==> config.mk <==
export PLATFORM = sky130hd
export DESIGN_NAME = ldc_config_header
export DESIGN_NICKNAME = d
export VERILOG_FILES = /design/src/verilog/ldc_pkg.sv /design/src/verilog/ldc_config_header.sv
export SDC_FILE = /design/constraint.sdc
export NUM_CORES = 1
export LEC_CHECK = 0
export BUFFER_PORTS_ARGS = -buffer_cell sky130_fd_sc_hd__buf_2
export CAP_MARGIN = 15
export CORE_UTILIZATION = 47
export DETAILED_ROUTE_END_ITERATION = 10
export GPL_TIMING_DRIVEN = 0
export PLACE_DENSITY = 0.83
export SYNTH_ARGS = -nofsm -noshare
export SYNTH_HDL_FRONTEND = slang
export SYNTH_SLANG_ARGS = --single-unit
==> constraint.sdc <==
create_clock -name clk -period 2.7 [get_ports clk]
set_clock_uncertainty 0.2 [all_clocks]
set_input_delay 0.135 -clock clk [delete_from_list [all_inputs] [get_ports clk]]
set_output_delay 0.135 -clock clk [all_outputs]
set_load 0.01 [all_outputs]
==> src/verilog/ldc_pkg.sv <==
// Purpose: shared constants and carriers for the link device configuration header
// Assumes: byte offsets are configuration-space offsets; access is by aligned dword
// Notes: 16- and 8-bit registers sit in their byte lanes of the dword that holds them
package ldc_pkg;
  // dword-aligned byte addresses seen on the register port
  localparam logic [7:0] OFS_CMD_STAT = 8'h04; // command low half, flags high half
  localparam logic [7:0] OFS_LINE_LAT = 8'h0C; // line size and latency count (unused)
  localparam logic [7:0] OFS_BAR_MEM = 8'h10;
  localparam logic [7:0] OFS_BAR_IO = 8'h14;
  localparam logic [7:0] OFS_BAR_LAST = 8'h24;
  localparam logic [7:0] OFS_CARD_INFO = 8'h28;
  localparam logic [7:0] OFS_CAP_HEAD = 8'h34;
  localparam logic [7:0] OFS_IRQ = 8'h3C; // line, pin, grant minimum, latency maximum
  // printed byte offsets of the sub-dword registers, kept for lane placement
  localparam logic [7:0] OFS_FLAGS_BYTE = 8'h06;
  localparam logic [7:0] OFS_LAT_BYTE = 8'h0D;
  localparam logic [7:0] OFS_PIN_BYTE = 8'h3D;
  localparam logic [7:0] OFS_GNT_BYTE = 8'h3E;
  localparam logic [7:0] OFS_MAXLAT_BYTE = 8'h3F;
  localparam int LANE_FLAGS = 16; // flags sit in bits 31:16 of their dword
  localparam int LANE_PIN = 8;
  // command bits
  localparam int CMD_IO_EN = 0;
  localparam int CMD_MEM_EN = 1;
  localparam int CMD_BM_EN = 2;
  localparam int CMD_DERR_RSP = 6;
  localparam int CMD_FLOOD_EN = 8;
  localparam int CMD_INT_DIS = 10;
  localparam logic [15:0] CMD_WMASK = 16'h0547;
  localparam logic [15:0] CMD_RESET = 16'h0000;
  // flag bits
  localparam int ST_INT = 3;
  localparam int ST_CAP = 4;
  localparam int ST_MDE = 8;
  localparam int ST_STA = 11;
  localparam int ST_RTA = 12;
  localparam int ST_RMA = 13;
  localparam int ST_SSE = 14;
  localparam int ST_DED = 15;
  localparam logic [15:0] ST_CLR_MASK = 16'hF900;
  localparam logic [15:0] ST_RESET = 16'h0000;
  // window base fields
  localparam int BAR_SPACE = 0;
  localparam int BAR_64B = 2;
  localparam int BAR_PREF = 3;
  localparam int MEM_SIZE_LO = 4;
  localparam int IO_SIZE_LO = 2;
  localparam int IO_ADDR_BITS = 25;
  localparam int IO_ZERO_LO = 26;
  localparam int MIN_MEM_LOG2 = 6; // 64 bytes
  localparam logic [31:0] ZERO32 = 32'h0000_0000;
  localparam logic [7:0] IRQ_LINE_RESET = 8'h00;

  // one-cycle event pulses from the transaction logic
  typedef struct packed {
    logic issued_posted_derr;  // this device issued a posted request marked data error
    logic accepted_resp_derr;  // accepted any response marked data error
    logic accepted_rdrsp_derr; // accepted read response marked data error
    logic accepted_post_derr;  // accepted posted request marked data error
    logic accepted_done_derr;  // accepted target-done marked data error
    logic forwarded_derr;      // only forwarded a data-error packet
    logic tgt_abort_returned;  // returned target abort for own transaction
    logic rcv_tgt_abort;       // own request completed with target abort
    logic rcv_mstr_abort;      // own request completed with master abort
    logic sync_flood_req;      // own error wants a sync flood
    logic relayed_flood;       // flood seen from elsewhere, only relayed
  } ldc_event_s;

  // incoming request addresses for window matching
  typedef struct packed {
    logic mem_valid;
    logic [63:0] mem_addr;
    logic io_valid;
    logic [31:0] io_addr;
  } ldc_req_s;
endpackage : ldc_pkg

==> src/verilog/ldc_config_header.sv <==
// Purpose: configuration header register bank with flags, window bases and decode
// Assumes: rst_b is cold reset, warm_rst_b warm reset; both synchronous, active low
// Notes: read data stand in the cycle after the read strobe only, zero otherwise
//
// Overview of operation
// - flag register bits other than defined ones read as zero
// - interrupt status bit shows live legacy source, ignoring interrupt disable
// - capability list bit is read-only and always one
// - with data error response enabled, set master data error on issue/accept
// - forwarding data-error packets never sets master data error
// - returning target abort for own transaction sets signaled target abort
// - own request target or master aborted sets received abort flags
// - own sync flood sets signaled system error
// - relaying a foreign sync flood leaves signaled system error clear
// - accepted read response or posted request with data error sets detected flag
// - flags clear on write of one; only cold reset zeroes them
// - line size, latency, card info, grant and latency maximum read zero
// - base bit 0 shows space; memory bit 3 prefetchable, bit 2 zero (32-bit base)
// - low size bits hardwired zero so sizing by all ones works
// - memory match on writable base bits, base zero-extended to 64 bits
// - memory window size reported is at least 64 bytes
// - io size bits from bit 2 zero, 25-bit compare, base 31:26 zero
// - interrupt line is a read-write scratch, warm reset to a set value
// - bridge registers follow the primary bus reset
// - command enables act on primary side; other command bits zero
// - bridge with master enable clear master-aborts secondary requests
// - data error response enable is command bit 6, warm reset
// - sync flood only when flood report enable is set
//
// Implementation choice: the strobed register port.
module ldc_config_header
  import ldc_pkg::*;
#(
  parameter int MEM_SIZE_LOG2 = 12,
  parameter bit MEM_PREFETCH = 1'b0,
  parameter int IO_SIZE_LOG2 = 5,
  parameter bit IS_BRIDGE = 1'b0,
  parameter logic [7:0] CAP_PTR = 8'h40,
  parameter logic [7:0] IRQ_PIN = 8'h01,
  parameter logic [31:0] MEM_BAR_RESET = 32'h0000_0000,
  parameter logic [31:0] IO_BAR_RESET = 32'h0000_0000
) (
  input wire logic clk,
  input wire logic rst_b,
  input wire logic warm_rst_b,
  input wire logic [7:0] addr,
  input wire logic [31:0] wdata,
  input wire logic wr,
  input wire logic rd,
  output logic [31:0] rdata,
  input wire ldc_event_s events,
  input wire logic intx_active,
  input wire ldc_req_s req,
  input wire logic sec_req_valid,
  output logic io_space_en,
  output logic mem_space_en,
  output logic bus_master_en,
  output logic intx_allowed,
  output logic flood_go,
  output logic mem_hit,
  output logic io_hit,
  output logic sec_master_abort
);
  // memory window sizes below 64 bytes are widened, io sizes below 4 bytes
  localparam int MEM_N = (MEM_SIZE_LOG2 < MIN_MEM_LOG2) ? MIN_MEM_LOG2 : MEM_SIZE_LOG2;
  localparam int IO_N = (IO_SIZE_LOG2 < IO_SIZE_LO) ? IO_SIZE_LO : IO_SIZE_LOG2;
  localparam logic [31:0] MEM_WMASK = ~((32'h1 << MEM_N) - 32'h1);
  localparam logic [31:0] IO_WMASK = ~((32'h1 << IO_N) - 32'h1);
  localparam logic [31:0] MEM_RO_BITS = {28'h0, MEM_PREFETCH, 3'h0};
  localparam logic [31:0] IO_RO_BITS = 32'h0000_0001;

  logic [15:0] cmd;
  logic [15:0] flags;
  logic [31:0] mem_bar;
  logic [31:0] io_bar;
  logic [7:0] irq_line;
  logic [15:0] next_cmd;
  logic [15:0] next_flags;
  logic [31:0] next_rdata;

  // register port decode
  wire wr_cmd = wr && (addr == OFS_CMD_STAT);
  wire wr_mem_bar = wr && (addr == OFS_BAR_MEM);
  wire wr_io_bar = wr && (addr == OFS_BAR_IO);
  wire wr_irq = wr && (addr == OFS_IRQ);

  // flag set terms
  wire derr_rsp_en = cmd[CMD_DERR_RSP];
  wire set_mde = derr_rsp_en && (events.issued_posted_derr || events.accepted_resp_derr);
  wire set_ded = events.accepted_rdrsp_derr || events.accepted_post_derr;
  wire flood_now = events.sync_flood_req && cmd[CMD_FLOOD_EN];
  wire [15:0] flag_set = (16'h1 << ST_MDE) & {16{set_mde}}
    | (16'h1 << ST_STA) & {16{events.tgt_abort_returned}}
    | (16'h1 << ST_RTA) & {16{events.rcv_tgt_abort}}
    | (16'h1 << ST_RMA) & {16{events.rcv_mstr_abort}}
    | (16'h1 << ST_SSE) & {16{flood_now}}
    | (16'h1 << ST_DED) & {16{set_ded}};
  wire [15:0] flag_clr = wr_cmd ? (wdata[31:LANE_FLAGS] & ST_CLR_MASK) : 16'h0000;

  // next command and flags: writable command bits only, set beats clear
  always_comb begin
    next_cmd = wr_cmd ? (wdata[15:0] & CMD_WMASK) : cmd;
    next_flags = ((flags & ~flag_clr) | flag_set) & ST_CLR_MASK;
  end

  // live flag view: interrupt state and capability bit added on read
  wire [15:0] flags_view = flags | ((16'h1 << ST_CAP))
    | ((16'h1 << ST_INT) & {16{intx_active}});

  // window matching on writable base bits
  wire [31:0] io_addr25 = {7'h00, req.io_addr[IO_ADDR_BITS-1:0]};
  wire mem_match = req.mem_valid && cmd[CMD_MEM_EN] && (req.mem_addr[63:32] == ZERO32)
    && ((req.mem_addr[31:0] & MEM_WMASK) == (mem_bar & MEM_WMASK));
  wire io_match = req.io_valid && cmd[CMD_IO_EN] && (io_bar[31:IO_ZERO_LO] == 6'h00)
    && ((io_addr25 & IO_WMASK) == (io_bar & IO_WMASK));

  // read mux, unmapped and unimplemented offsets read zero
  wire bar_gap = (addr > OFS_BAR_IO) && (addr <= OFS_BAR_LAST);
  always_comb begin
    next_rdata = ZERO32;
    if (rd) begin
      case (addr)
        OFS_CMD_STAT: next_rdata = {flags_view, cmd};
        OFS_LINE_LAT: next_rdata = ZERO32;
        OFS_BAR_MEM: next_rdata = (mem_bar & MEM_WMASK) | MEM_RO_BITS;
        OFS_BAR_IO: next_rdata = (io_bar & IO_WMASK) | IO_RO_BITS;
        OFS_CARD_INFO: next_rdata = ZERO32;
        OFS_CAP_HEAD: next_rdata = {24'h000000, CAP_PTR};
        OFS_IRQ: next_rdata = {16'h0000, IRQ_PIN, irq_line};
        default: next_rdata = ZERO32;
      endcase
      if (bar_gap) begin
        next_rdata = ZERO32;
      end
    end
  end

  // cold-only flags
  always_ff @(posedge clk) begin
    if (!rst_b) begin
      flags <= ST_RESET;
    end else begin
      flags <= next_flags;
    end
  end

  // warm-reset registers; for a bridge these reset lines are the primary bus resets
  always_ff @(posedge clk) begin
    if (!rst_b || !warm_rst_b) begin
      cmd <= CMD_RESET;
      mem_bar <= MEM_BAR_RESET;
      io_bar <= IO_BAR_RESET;
      irq_line <= IRQ_LINE_RESET;
    end else begin
      cmd <= next_cmd;
      if (wr_mem_bar) mem_bar <= wdata & MEM_WMASK;
      if (wr_io_bar) io_bar <= wdata & IO_WMASK;
      if (wr_irq) irq_line <= wdata[7:0];
    end
  end

  // registered outputs
  always_ff @(posedge clk) begin
    if (!rst_b || !warm_rst_b) begin
      rdata <= ZERO32;
      flood_go <= 1'b0;
      mem_hit <= 1'b0;
      io_hit <= 1'b0;
      sec_master_abort <= 1'b0;
      io_space_en <= 1'b0;
      mem_space_en <= 1'b0;
      bus_master_en <= 1'b0;
      intx_allowed <= 1'b0;
    end else begin
      rdata <= next_rdata;
      flood_go <= flood_now;
      mem_hit <= mem_match;
      io_hit <= io_match;
      sec_master_abort <= IS_BRIDGE && sec_req_valid && !cmd[CMD_BM_EN];
      io_space_en <= next_cmd[CMD_IO_EN];
      mem_space_en <= next_cmd[CMD_MEM_EN];
      bus_master_en <= next_cmd[CMD_BM_EN];
      intx_allowed <= !next_cmd[CMD_INT_DIS];
    end
  end
endmodule : ldc_config_header

==> impl_metrics.tcl, run 1 <==
set metrics [dict create \
    yosys.area.top_type "dfxtp_1" \
    p_seq_share_pct 52.7 \
    violations "design-rule violations" \
    via_count 4709 \
    seqCellArea_um2 2060 \
    grt_remaining_overflow 0 \
    fmax_mhz 389 \
    yosys_warnings 0 \
    met3_usage_pct 4.80 \
    pwr-share-clk_pct 37.5 \
    n_fill_cell 712 \
    synthTopCellsByArea "dfxtp_1 47%, nand2_1 9.7%, a21oi_1 6.9%" \
    finalSetupViolCount 0 \
    dp.cells 777 \
    finish.utilization_pct 68.8 \
    grt_use_met1_pct 38.7 \
    cts-htree-levels 3 \
    drive_above_1_share_pct 28.7 \
    hp-class "input port to flop" \
    start_util_pct 49.1 \
    ys_seq_elements 103 \
    grt_use_total_pct 30.4 \
    final_common_cell "buf_2" \
    die-width_um 98.1 \
    hold_viol_final 0 \
    pre_cts_slack_ps 304 \
    drt_first_iter_violations 362 \
    ys_seq_area_share_pct 47.5 \
    cts_setup_buffers 0 \
    clock_latency_ps 370 \
    cp-startpoint "wr" \
    yosys_most_used_dff "dfxtp_1" \
    min_from "events[10]" \
    dp.final_hpwl_um 10200 \
    io_pins 196 \
    grt_max_degree 17 \
    avgSynthCellArea_um2 8.60 \
    timing.rr.end "io_hit" \
    crit-reg2reg-launch "io_bar[8]" \
    cts_tree "built" \
    layout_common_cells "173 x buf_2, 112 x nand2_1, 103 x dfxtp_1" \
    busiest_layer "met2" \
    min_path_cells 4 \
    synth_nets 661 \
    setup_tns_ps 0 \
    worstPathMaxFanout 10 \
    synth_cell_types 45 \
    netlist.area_leader.share_pct 47.5 \
    period_share_pct 95.3 \
    synthesis.area_um2 4340 \
    antenna_found_initial 0 \
    portBuffers 164 \
    p_int_uw 2220 \
    use_met2_pct 51.0 \
    synth_edf_count 0 \
    crit_arrival_ps 2620 \
    drtPass1Iterations 8 \
    start_kind "input port" \
    relSlewSlack_pct 36.4 \
    power.total_uw 2890 \
    ant_nets 0 \
    clkSlewWorstSetupHoldPaths_ps 100 \
    hold_end "flags[8]" \
    power-per-cell-area_nw_per_um2 475 \
    drv_cap 0 \
    switching_share_pct 23.2 \
    timing.final.max_slew_violations 0 \
    multi_input_area_um2 2110 \
    syn_inst 505 \
    coreArea_um2 8850 \
    ctsResizeCount 0 \
    final.min_clock_period_ps 2570 \
    cts-root-buf "clkbuf_8" \
    cp-end-kind "flop" \
    drc 15 \
    crit_required_ps 2750 \
    reg2regPathDepth 5 \
    row_count 34 \
    grt_pass1_wl_um 22800 \
    wl_um 14500 \
    vdd_drop_max_uv 336 \
    netSwitchingPower_uw 672 \
    syn_to_final_growth_pct 40.3 \
    cts.sink_count 103 \
    synthArstFlopShare_pct 0 \
    final_cells 850 \
    status "complete, but fails checks" \
    worst_slack_ps 127 \
    nets 893 \
    antenna_cells 0 \
    combPwrFrac_pct 9.8 \
    dieArea_um2 9630 \
    rsz0062_at_grt "no" \
    routed_via_density 5.54 \
    gp_congestion 0.938 \
    worstSetupPathType "input port to flop" \
    cts_buffers 9 \
    worst_pin_slew_ps 953 \
    power_leakage_uw 0.00252 \
    wl_per_cell_um 17.1 \
    grt_pass1_vias 4635 \
    fp.dieH_um 98.1 \
    cts_buffer_depth 2 \
    reg2reg_slack_ps 330 \
]
==> critical path: stages <==
cell and delay (ps):
dlygate4sd3_1 520, buf_2 230, nor3b_1 350, and3_1 210, buf_2 250, a21boi_0 120
o31a_1 250, dlygate4sd3_1 560
==> flip-flops by register name, summed over array words and instances, names as in the netlist <==
name	count
io_bar	27
io_hit	1
flags	6
rdata	32
flood_go	1
cmd	6
mem_hit	1
mem_bar	20
irq_line	8
intx_allowed	1
==> synthesized netlist by cell type (4+ instances only) <==
cell      number
buf_2          9
nand4_1        9
nor4_1        16
nor2_1        28
o21ai_0        9
mux2_2         7
dfxtp_1      103
xor2_1        24
a21oi_1       60
nand2_1      112
inv_1          7
mux2i_1        4
xnor2_1       16
a22oi_1       19
and3_1         8
nand3_1       12
clkbuf_1      12
a31oi_1        4
==> how the worst max path moves through the flow <==
stage | endpoint | slack, ps | cells past startpoint
4_1_cts | flags[15] | 210 | 8
2_1_floorplan | io_bar[25] | 780 | 7
5_1_grt | flags[15] | 50 | 8
3_5_place_dp | rdata[15] | 300 | 5
3_3_place_gp | rdata[17] | 320 | 5
6_report | flags[15] | 130 | 8
==> layer usage <==
| metal | share of wire [%] | up-vias |
|---|---|---|
| met5 | 0 | - |
| met4 | 3.1 | 0 |
| met3 | 8.6 | 44 |
| met2 | 47 | 278 |
| met1 | 41 | 2174 |
| li1 | - | 2213 |
==> final cells by class <==
type	count	share of cell area, %
clock inverter	5	1.34
clock buffer	11	2.32
tap	108	2.22
sequential	103	33.9
buffer	27	2.28
multi-input combinational	368	34.7
inverter	7	0.431
timing repair buffer	221	22.8
==> cell families (layout without fill, tap and decap cells) <==
logic type      Yosys count  in the layout  share of synthesized area (%)
other cells               1              1                         0.0864
mux                      11             11                           2.74
flops                   103            103                           47.5
buf+inv                  34            271                           3.80
simple gates            212            212                           23.6
xor+xnor                 40             40                           8.07
compound gates          104            104                           14.2
==> stage by stage <==
stage / hold slack [ps] / cell area (um2)
2_1_floorplan: 35.2 / 4340
3_3_place_gp: 154 / 5300
4_1_cts: 13.4 / 6090
3_5_place_dp: 162 / 5300
6_report: 21.9 / 6090
5_1_grt: 65.8 / 6090
==> power by group through the flow <==
| stage | logic, uW | registers, uW | clock network (uW) |
|---|---|---|---|
| 2_1_floorplan | 79.4 | 1560 | 0 |
| 3_3_place_gp | 215 | 1560 | 0 |
| 3_5_place_dp | 219 | 1560 | 0 |
| 4_1_cts | 276 | 1530 | 1080 |
| 5_1_grt | 303 | 1530 | 1150 |
| 6_report | 283 | 1530 | 1080 |
==> repair_timing <==
action,in CTS,in global routing
hold endpoints to repair,73,0
hold buffers,57,0
setup endpoints to repair,0,0
No activity file was read; power rests on OpenSTA's default activity.
==> inputs of run 2 (changes only) <==
- BUFFER_PORTS_ARGS: -buffer_cell sky130_fd_sc_hd__buf_2 -> not set
- CORE_UTILIZATION: 47 -> 54
- DONT_BUFFER_PORTS: not set -> 1
- MAX_ROUTING_LAYER: not set -> met4
- PLACE_DENSITY: 0.83 -> 0.72
==> impl_metrics.tcl, run 2 (synthesized netlist as in run 1, its figures left out) <==
set metrics [dict create \
    worstSetupPathType "input port to flop" \
    start_util_pct 55.9 \
    cp-end-kind "flop" \
    via_count 4104 \
    slowest_stage "dlygate4sd3_1" \
    grt_pass1_vias 3982 \
    antenna_found_initial 0 \
    grt_pass1_wl_um 20300 \
    period_share_pct 96.8 \
    clkSlewWorstSetupHoldPaths_ps 90 \
    routed_via_density 5.94 \
    crit_arrival_ps 2660 \
    regMostFlops "rdata" \
    start_kind "input port" \
    pwr-share-clk_pct 37.1 \
    path_buf_inv 4 \
    drive_above_1_share_pct 8.15 \
    dieArea_um2 8400 \
    cts-htree-levels 3 \
    dp.cells 607 \
    wl_um 13100 \
    p_seq_share_pct 56.0 \
    dp.final_hpwl_um 8920 \
    relSlewSlack_pct 38.3 \
    drt_first_iter_violations 340 \
    multi_input_area_um2 2120 \
    power_leakage_uw 0.00186 \
    hp-class "input port to flop" \
    layout_common_cells "112 x nand2_1, 103 x dfxtp_1, 68 x dlygate4sd3_1" \
    cts_buffer_depth 2 \
    switching_share_pct 22.0 \
    hold_viol_final 0 \
    worstPathMaxFanout 10 \
    ant_nets 0 \
    p_int_uw 2120 \
    fp.dieH_um 91.7 \
    fmax_mhz 383 \
    die-width_um 91.7 \
    slowest_delay_ps 550 \
    netSwitchingPower_uw 600 \
    status "complete, no violations" \
    drtPass1Iterations 6 \
    grt_use_total_pct 32.6 \
    final.min_clock_period_ps 2610 \
    power.total_uw 2720 \
    largest_reg_flops 32 \
    n_fill_cell 656 \
    power-per-cell-area_nw_per_um2 507 \
    crit_required_ps 2750 \
    cp_top_family "buffers and inverters" \
    clock_latency_ps 360 \
    coreArea_um2 7770 \
    antenna_cells 0 \
    gp_congestion 0.904 \
    worst_pin_slew_ps 925 \
    crit_chain "dlygate4sd3_1, buf_2, nor3b_1, and3_1, buf_2, a21boi_0, o31a_1, dlygate4sd3_1" \
    cts_tree "built" \
    drc 0 \
    cts_buffers 9 \
    top_regs "rdata: 32 flops, io_bar: 27 flops, mem_bar: 20 flops" \
    syn_to_final_growth_pct 23.7 \
    drv_cap 0 \
    timing.final.max_slew_violations 0 \
    final_common_cell "nand2_1" \
    vdd_drop_max_uv 326 \
    seqCellArea_um2 2060 \
    nets 740 \
    wl_per_cell_um 19.0 \
    io_pins 196 \
    cts.sink_count 103 \
    combPwrFrac_pct 6.9 \
    setup_tns_ps 0 \
    rsz0062_at_grt "no" \
    portBuffers 0 \
    grt_remaining_overflow 0 \
    grt_max_degree 16 \
    finalSetupViolCount 0 \
    row_count 32 \
    final_cells 691 \
    cts-root-buf "clkbuf_8" \
]
==> run 2: area by class of cell <==
class / count / share of cell area (%)
Buffer: 27 / 2.59
Tap cell: 102 / 2.38
Clock inverter: 2 / 0.699
Inverter: 7 / 0.489
Timing Repair Buffer: 68 / 12.7
Multi-Input combinational cell: 368 / 39.5
Sequential cell: 103 / 38.4
Clock buffer: 14 / 3.22
==> run 2: repair_timing <==
item                       4_1_cts  5_1_grt
hold buffers                    68        0
buffers inserted                 0        0
resized for setup                0        1
hold endpoints to repair        81        0
setup endpoints to repair        0        2
==> run 2: routing by layer <==
metal	up-vias	global-route usage, %	share of wire [%]
met5	-	-	0
met4	0	12.2	2.3
met3	30	5.80	7.4
met2	216	54.2	50
met1	1948	39.7	41
li1	1910	-	-
==> run 2: final timing paths <==
check / from / endpoint / slack [ps] / depth (start not counted)
worst max-delay path: wr / flags[15] / 90 / 8
worst min-delay path: events[9] / flags[8] / 7 / 3
worst max register to register: mem_bar[14] / mem_hit / 130 / 6
worst min register to register: irq_line[4] / irq_line[4] / 260 / 2
==> run 2: stage by stage <==
stage / worst slack, ps / hold slack, ps / util (%) / area [um2]
finish: 87.3 / 7.04 / 69.1 / 5370
global route: 27.3 / 8.25 / 69.1 / 5370
CTS: 55.9 / 1.68 / 69.0 / 5360
detailed placement: 263 / 43.0 / 57.5 / 4470
global placement: 329 / 37.8 / 57.5 / 4470
floorplan: 785 / 35.2 / - / 4340
==> run 2: power groups by stage <==
stage	Sequential (uW)	Clock, uW	Combinational, uW
floorplan	1560	0	79.4
global placement	1560	0	103
detailed placement	1560	0	105
CTS	1530	1020	181
global route	1530	1070	199
finish	1530	1010	187
==> run 2: worst min-delay path, delay by kind of cell <==
family,cells,cell delay (ps)
compound gates,1,160
simple gates,2,240
